===== config.mk =====
export PLATFORM = sky130hd
export DESIGN_NAME = synth_serial_load_phase_resync
export DESIGN_NICKNAME = d
export VERILOG_FILES = /design/src/hdl/synth_serial_pkg.sv /design/src/hdl/pin_sync.sv /design/src/hdl/synth_serial_load_phase_resync.sv
export SDC_FILE = /design/constraint.sdc
export NUM_CORES = 1
export LEC_CHECK = 0
export BUFFER_PORTS_ARGS = -buffer_cell sky130_fd_sc_hd__buf_2
export CAP_MARGIN = 40
export CORE_MARGIN = 3
export CORE_UTILIZATION = 45
export CTS_BUF_LIST = sky130_fd_sc_hd__clkbuf_8 sky130_fd_sc_hd__clkbuf_16
export CTS_CLUSTER_SIZE = 8
export DETAILED_ROUTE_END_ITERATION = 16
export PLACE_DENSITY = 0.64
export SLEW_MARGIN = 10
export SYNTH_ARGS = -nofsm -noshare
export SYNTH_HDL_FRONTEND = slang
export SYNTH_HIERARCHICAL = 1
export SYNTH_SLANG_ARGS = --single-unit

===== constraint.sdc =====
create_clock -name sys_clk_i -period 8.3 [get_ports sys_clk_i]
set_input_delay 2.49 -clock sys_clk_i [delete_from_list [all_inputs] [get_ports sys_clk_i]]
set_output_delay 2.49 -clock sys_clk_i [all_outputs]
set_load 0.005 [all_outputs]

===== src/hdl/synth_serial_pkg.sv =====
// Constants for the serial programming port and phase resync timer.
// Assumes a 100 MHz system clock that oversamples the serial pins.
package synth_serial_pkg;
   localparam int WORD_W = 24;
   localparam int ADDR_W = 2;
   localparam logic [1:0] ADDR_FRAC = 2'h0;
   localparam logic [1:0] ADDR_DIV = 2'h1;
   localparam logic [1:0] ADDR_CTRL = 2'h2;
   localparam logic [1:0] ADDR_REF = 2'h3;
   localparam int DIV_LSB = 2;
   localparam int DIV_W = 12;
   localparam int LOAD_CTRL_BIT = 23;
   localparam int RESYNC_LSB = 12;
   localparam int RESYNC_W = 4;
   localparam logic [11:0] DIV_RESET = 12'h000;
   localparam logic [3:0] RESYNC_RESET = 4'h0;
   localparam int SYNC_PULSE_TO_USE = 2;
endpackage


===== src/hdl/pin_sync.sv =====
// Two-flop synchroniser for a pin entering the system clock domain.
// Assumes the pin is asynchronous to sys_clk_i.
`timescale 1ns/10ps
module pin_sync (
   input wire logic sys_clk_i, // System clock.
   input wire logic resetn_i, // Asynchronous reset, active low.
   input wire logic pin_i, // Raw pin level.
   output logic level_o // Synchronised level.
);
   logic [1:0] stage_reg;
   always_ff @(posedge sys_clk_i or negedge resetn_i) begin
      if (!resetn_i) begin
         stage_reg <= 2'h0;
      end else begin
         stage_reg <= {stage_reg[0], pin_i};
      end
   end
   assign level_o = stage_reg[1];
endmodule


===== src/hdl/synth_serial_load_phase_resync.sv =====
// Serial programming port with phase resync timer.
// Assumes serial pins are asynchronous and far slower than sys_clk_i, and
// that the detector reference arrives as a pin that is also oversampled.
`timescale 1ns/10ps
module synth_serial_load_phase_resync #(
   parameter int WORD_W = synth_serial_pkg::WORD_W
) (
   input wire logic sys_clk_i, // System clock, 100 MHz.
   input wire logic resetn_i, // Asynchronous reset, active low.
   input wire logic serial_clk_i, // Serial shift clock pin.
   input wire logic serial_data_i, // Serial data pin.
   input wire logic load_strobe_i, // Load strobe pin.
   input wire logic ref_clk_i, // Phase-detector reference pin.
   output logic [WORD_W-1:0] frac_word_o, // Latch 0 contents.
   output logic [WORD_W-1:0] div_word_o, // Latch 1 contents.
   output logic [WORD_W-1:0] ctrl_word_o, // Latch 2 contents.
   output logic [WORD_W-1:0] ref_word_o, // Latch 3 contents.
   output logic [11:0] fraction_denominator_o, // Stored denominator.
   output logic [11:0] realign_mult_o, // Stored realign interval multiplier.
   output logic [3:0] realign_count_o, // Realign count field.
   output logic sync_pulse_o, // One-cycle sync pulse.
   output logic realign_pulse_o // One-cycle pulse that realigns phase.
);
   typedef enum logic [2:0] {
      ARM_IDLE = 3'b001,
      ARM_WAIT1 = 3'b010,
      ARM_WAIT2 = 3'b100
   } arm_state_t;

   typedef struct packed {
      logic sclk_prev;
      logic strobe_prev;
      logic ref_prev;
      logic [WORD_W-1:0] shift;
      logic [WORD_W-1:0] frac_word;
      logic [WORD_W-1:0] div_word;
      logic [WORD_W-1:0] ctrl_word;
      logic [WORD_W-1:0] ref_word;
      logic [11:0] denom;
      logic [11:0] mult;
      logic [3:0] count_sel;
      logic [11:0] mult_cnt;
      logic [3:0] outer_cnt;
      logic sync_pulse;
      logic realign_pulse;
      arm_state_t arm;
   } state_t;

   state_t state_reg;
   state_t state_next;
   logic sclk_s;
   logic sdata_s;
   logic strobe_s;
   logic ref_s;

   // Both routes of the divider latch take the same bit field.
   function automatic logic [11:0] div_field(input logic [WORD_W-1:0] w);
      return w[synth_serial_pkg::DIV_LSB +: synth_serial_pkg::DIV_W];
   endfunction

   // Terminal test shared by both timer stages; a limit of zero behaves as one.
   function automatic logic at_limit(input logic [11:0] cnt, input logic [11:0] lim);
      return (cnt + 12'h001) >= lim;
   endfunction

   // Each pin passes two flops; edges are then found against a one-cycle-old copy.
   pin_sync u_sync_sclk (
      .sys_clk_i(sys_clk_i),
      .resetn_i(resetn_i),
      .pin_i(serial_clk_i),
      .level_o(sclk_s)
   );
   pin_sync u_sync_sdata (
      .sys_clk_i(sys_clk_i),
      .resetn_i(resetn_i),
      .pin_i(serial_data_i),
      .level_o(sdata_s)
   );
   pin_sync u_sync_strobe (
      .sys_clk_i(sys_clk_i),
      .resetn_i(resetn_i),
      .pin_i(load_strobe_i),
      .level_o(strobe_s)
   );
   pin_sync u_sync_ref (
      .sys_clk_i(sys_clk_i),
      .resetn_i(resetn_i),
      .pin_i(ref_clk_i),
      .level_o(ref_s)
   );

   always_comb begin
      logic sclk_rise;
      logic strobe_rise;
      logic ref_rise;
      logic new_freq;
      logic tick;
      logic [WORD_W-1:0] word;
      sclk_rise = 1'b0;
      strobe_rise = 1'b0;
      ref_rise = 1'b0;
      new_freq = 1'b0;
      tick = 1'b0;
      word = '0;
      state_next = state_reg;
      state_next.sync_pulse = 1'b0;
      state_next.realign_pulse = 1'b0;
      state_next.sclk_prev = sclk_s;
      state_next.strobe_prev = strobe_s;
      state_next.ref_prev = ref_s;
      sclk_rise = sclk_s && !state_reg.sclk_prev;
      strobe_rise = strobe_s && !state_reg.strobe_prev;
      ref_rise = ref_s && !state_reg.ref_prev;

      // Shifting only while the strobe is low keeps a stray edge from corrupting the word.
      if (sclk_rise && !strobe_s) begin
         state_next.shift = {state_reg.shift[WORD_W-2:0], sdata_s};
      end

      // Only the last 24 bits shifted count; a frame has no length check.
      if (strobe_rise) begin
         word = state_reg.shift;
         unique case (word[synth_serial_pkg::ADDR_W-1:0])
            synth_serial_pkg::ADDR_FRAC: begin
               state_next.frac_word = word;
               new_freq = 1'b1;
            end
            synth_serial_pkg::ADDR_DIV: begin
               state_next.div_word = word;
               // The load control bit picks multiplier or denominator for the field.
               if (word[synth_serial_pkg::LOAD_CTRL_BIT]) begin
                  state_next.mult = div_field(word);
               end else begin
                  state_next.denom = div_field(word);
               end
            end
            synth_serial_pkg::ADDR_CTRL: begin
               state_next.ctrl_word = word;
               state_next.count_sel =
                  word[synth_serial_pkg::RESYNC_LSB +: synth_serial_pkg::RESYNC_W];
            end
            synth_serial_pkg::ADDR_REF: begin
               state_next.ref_word = word;
            end
         endcase
      end

      if (state_next.count_sel == synth_serial_pkg::RESYNC_RESET) begin
         // Disabled: timer held clear and arming dropped.
         state_next.mult_cnt = '0;
         state_next.outer_cnt = '0;
         state_next.arm = ARM_IDLE;
      end else if (new_freq) begin
         // A reference edge in the load cycle is dropped; the timer restarts anyway.
         state_next.mult_cnt = '0;
         state_next.outer_cnt = '0;
         state_next.arm = ARM_WAIT1;
      end else if (ref_rise) begin
         // A multiplier of zero behaves as one so the timer never stalls.
         if (at_limit(state_reg.mult_cnt, state_reg.mult)) begin
            state_next.mult_cnt = '0;
            if (at_limit(12'(state_reg.outer_cnt), 12'(state_reg.count_sel))) begin
               state_next.outer_cnt = '0;
               tick = 1'b1;
            end else begin
               state_next.outer_cnt = state_reg.outer_cnt + 4'h1;
            end
         end else begin
            state_next.mult_cnt = state_reg.mult_cnt + 12'h001;
         end
      end

      // The second tick after a fraction latch load is the one that realigns the phase.
      if (tick) begin
         state_next.sync_pulse = 1'b1;
         unique case (state_reg.arm)
            ARM_IDLE: state_next.arm = ARM_IDLE;
            ARM_WAIT1: state_next.arm = ARM_WAIT2;
            ARM_WAIT2: begin
               state_next.arm = ARM_IDLE;
               state_next.realign_pulse = 1'b1;
            end
            default: state_next.arm = ARM_IDLE;
         endcase
      end
   end

   // One register holds all state; every output below is a bit of it.
   always_ff @(posedge sys_clk_i or negedge resetn_i) begin
      if (!resetn_i) begin
         state_reg <= '0;
         state_reg.arm <= ARM_IDLE;
         state_reg.denom <= synth_serial_pkg::DIV_RESET;
         state_reg.count_sel <= synth_serial_pkg::RESYNC_RESET;
      end else begin
         state_reg <= state_next;
      end
   end

   assign frac_word_o = state_reg.frac_word;
   assign div_word_o = state_reg.div_word;
   assign ctrl_word_o = state_reg.ctrl_word;
   assign ref_word_o = state_reg.ref_word;
   assign fraction_denominator_o = state_reg.denom;
   assign realign_mult_o = state_reg.mult;
   assign realign_count_o = state_reg.count_sel;
   assign sync_pulse_o = state_reg.sync_pulse;
   assign realign_pulse_o = state_reg.realign_pulse;
endmodule


==> implementation parameters <==
Parameter                              Value

Clocking
  Maximum count of clock buffers along a single path    2
  Hold Buf Count CTS    0
  Cell at the root of the clock tree    sky130_fd_sc_hd__clkbuf_16
  Worst skew pair latency    around 0.42 ns
  Number of H-tree levels    4
  TritonCTS clock tree    built
  Setup bufs post-CTS    0
  Clock buffer count from CTS    17
  Clk pin slew, worst setup/hold paths    about 0.070 ns
  CTS-repair resized insts    0
  Num Clock Sinks    180

Yosys
  FFs w/ async S/R, synth    100%
  Post-synth EDFFs    0
  Cell count after synthesis    between 700 and 800
  Cell Area, Synth    approximately 0.0084 mm2
  Number of synthesis warnings    6
  Sequential cell area fraction in the yosys report    between 50% and 60%
  Flip-flop and latch count after synthesis    180
  Main synth FF type    sky130_fd_sc_hd__dfrtp_1
  Share of the synthesized area in the top cell type    a little over half
  Net count after synthesis    ~730
  Synth top area cells    sky130_fd_sc_hd__dfrtp_1 54%, sky130_fd_sc_hd__mux2_1 11%, sky130_fd_sc_hd__buf_4 11%
  Average size of a mapped cell    approximately 12 um2
  Unique cell type count in the Yosys netlist    45
  Largest area contributor in the netlist    sky130_fd_sc_hd__dfrtp_1
  Leading cell types by count after synthesis    179 x sky130_fd_sc_hd__dfrtp_1, 124 x sky130_fd_sc_hd__buf_4, 93 x sky130_fd_sc_hd__nand2_1
  Most frequently used cell type in the post-synthesis netlist    sky130_fd_sc_hd__dfrtp_1

Placement
  Post-detailed-placement cell area    approximately 0.0084 mm2
  Port buffer count    roughly 130
  HPWL after detailed placement    between 10000 and 15000 um
  Gpl congestion    between 0.8 and 0.9

STA
  Setup repair after global routing missed its margin    no
  Number of setup violations in the final report    0
  Portion of the clock cycle consumed by the worst path in the final layout    around two fifths
  Final setup TNS    0 ns
  Slew at the pin with the worst max-slew slack    ~0.85 ns
  Number of max-slew violations in the final report    0
  Highest clock frequency the design can meet    around 290 MHz
  Final critical path time including I/O delays and setup    ~3.5 ns
  Worst setup skew after layout    between 0.006 and 0.007 ns
  Hold violation count in the final report    0
  Headroom to the max-slew limit    41.6%

Floorplanning
  Height of the die    142 um
  Starting density of the core    46.2%
  Top-Level Pins    132
  Number of rows created at floorplan    slightly below 50
  Floorplan die width    142 um
  Core region area    0.0181 mm2
  Die area    roughly 0.02 mm2

Layout
  Final design utilization    50.0%
  Area taken by multi-input logic gates    roughly 0.0028 mm2
  Flip-flop count of the largest register after layout    46
  Area Overhead vs Synth    8.21%
  Antenna cells    0
  Fill count    roughly 1600
  Sequential cell area    roughly 0.0045 mm2
  Nets    roughly 740
  Design Area, Final    roughly 0.0090 mm2
  Share of layout cells above drive strength 1    ~28%

Drt
  Aggregate routed wire length    17100 um
  Drt wl/cell    17.9 um
  Vias/cell    around 5.3
  Count of vias placed by the detailed router    just over 5000
  DRC    0
  Detailed-router iteration count before antenna repair    6
  Remaining antenna violation count    0
  Violation count after the first detailed-route iteration    ~330

Power
  Leakage power total    slightly below 5 nW
  Design Power    about 2.1 mW
  Total power density per cell area    approximately 230 mW/mm2
  Worst IR drop on VDD    0.000165 V

Job
  Reported max-cap violation count    0

Hold path
  Worst hold path class    reg -> reg
  Number of instances on the worst hold path    0

GRT
  First-pass GRT wire length    between 20000 and 30000 um
  Largest net degree at the start of global routing    between 70 and 80
  Remaining global-route overflow    0
  Via count of the first global-routing pass    about 5200
  Total routing usage reported by global routing    between 15 and 20%
  Antenna violations before repair    0

Critical path
  CP max stage delay    about 0.43 ns
  Crit path required time    about 5.8 ns
  Combined buffer and inverter count along the critical path    1
  Startpoint types    flop
  Cell breakdown of the critical path    buf_2
  Cell type group with the largest total delay on the critical path    flip-flops
  Cell with the biggest individual delay on the critical path    sky130_fd_sc_hd__dfrtp_1
  Critical setup path kind    reg -> out
  Number of cells on the critical path    1
  Kind of end point of the critical path    primary output
  Critical Path Fanout Max    3
  Worst reg-to-reg path cell count    9
  Data arrival, critical path    about 1 ns

Status
  Outcome    completed
## per-layer routing
metal / wire (um) / GRT usage, % / part of all wire (%)
met4: 224 / 4.70 / 1.3
met1: 7730 / 23.5 / 45
met2: 8100 / 28.7 / 47
met3: 1080 / 5.44 / 6.3
met5: 0 / 0 / 0
## logic make-up (layout without fill, tap and decap cells)
group	count (synthesis)	in the layout	synth area share, %
and+or+nand+nor	169	169	9.67
xor gates and xnor gates	12	12	1.26
muxes	118	118	16.0
buffers and inverters	169	191	13.2
adders and majority gates	18	18	2.69
DFF	180	180	53.9
AOI/OAI and AO/OA	42	42	3.31
## placed cells by master, fill, tap and decap left out, types with 3 or more instances in the layout
cell,instances
sky130_fd_sc_hd__dfrtp_1,179
sky130_fd_sc_hd__buf_2,130
sky130_fd_sc_hd__nand2_1,93
sky130_fd_sc_hd__mux2_2,30
sky130_fd_sc_hd__nor2_1,7
sky130_fd_sc_hd__xnor2_1,6
sky130_fd_sc_hd__clkbuf_16,17
sky130_fd_sc_hd__mux2i_1,4
sky130_fd_sc_hd__nor4_1,6
sky130_fd_sc_hd__inv_8,3
sky130_fd_sc_hd__mux2_1,83
sky130_fd_sc_hd__nor3_1,5
sky130_fd_sc_hd__buf_4,7
sky130_fd_sc_hd__a31oi_1,4
sky130_fd_sc_hd__nand3_1,8
sky130_fd_sc_hd__o21ai_1,4
sky130_fd_sc_hd__inv_1,20
sky130_fd_sc_hd__nand3b_1,3
sky130_fd_sc_hd__xor2_1,6
sky130_fd_sc_hd__o211ai_1,4
sky130_fd_sc_hd__nand4_1,11
sky130_fd_sc_hd__nand2b_1,9
sky130_fd_sc_hd__ha_1,18
sky130_fd_sc_hd__bufinv_16,3
sky130_fd_sc_hd__a21oi_1,13
sky130_fd_sc_hd__or2_1,3
sky130_fd_sc_hd__a21o_1,3
sky130_fd_sc_hd__nor2b_1,8
## per-stage QoR
| stage | worst slack (ns) | instances | hold slack, ns |
|---|---|---|---|
| after floorplan | 5.29 | 708 | 0.331 |
| after global placement | 4.12 | 924 | 0.335 |
| after detailed placement | 4.73 | 928 | 0.337 |
| after CTS | 4.79 | 959 | 0.352 |
| after global routing | 4.60 | 959 | 0.364 |
| final | 4.82 | 959 | 0.347 |
## power breakdown
group	total, mW	switching (mW)	internal, mW
registers	1.05	0.0858	0.968
clock network	0.831	0.344	0.487
logic	0.227	0.110	0.117
total	2.11	0.540	1.57
## path summary, 6_finish.rpt
kind | from | end | slack [ns]
setup / recovery | realign_mult_o[1] | realign_mult_o[1] | 4.82
hold / removal | u_sync_ref/stage_reg[0] | u_sync_ref/stage_reg[1] | 0.35
setup reg to reg | state_reg[11] | state_reg[2] | 4.84
hold reg to reg | u_sync_ref/stage_reg[0] | u_sync_ref/stage_reg[1] | 0.35
max in group asynchronous | resetn_i | state_reg[0] | 5.24
min in group asynchronous | resetn_i | div_word_o[9] | 1.95
## final cells by class
cell class                      instances  share of cell area [%]
Timing Repair Buffer                  141                    8.73
Inverter                               19                   0.788
Sequential cell                       180                    49.8
Tap cell                              229                    3.17
Clock inverter                         13                    1.92
Multi-Input combinational cell        359                    30.8
Clock buffer                           18                    4.85
(Power assumes the default switching activity.)
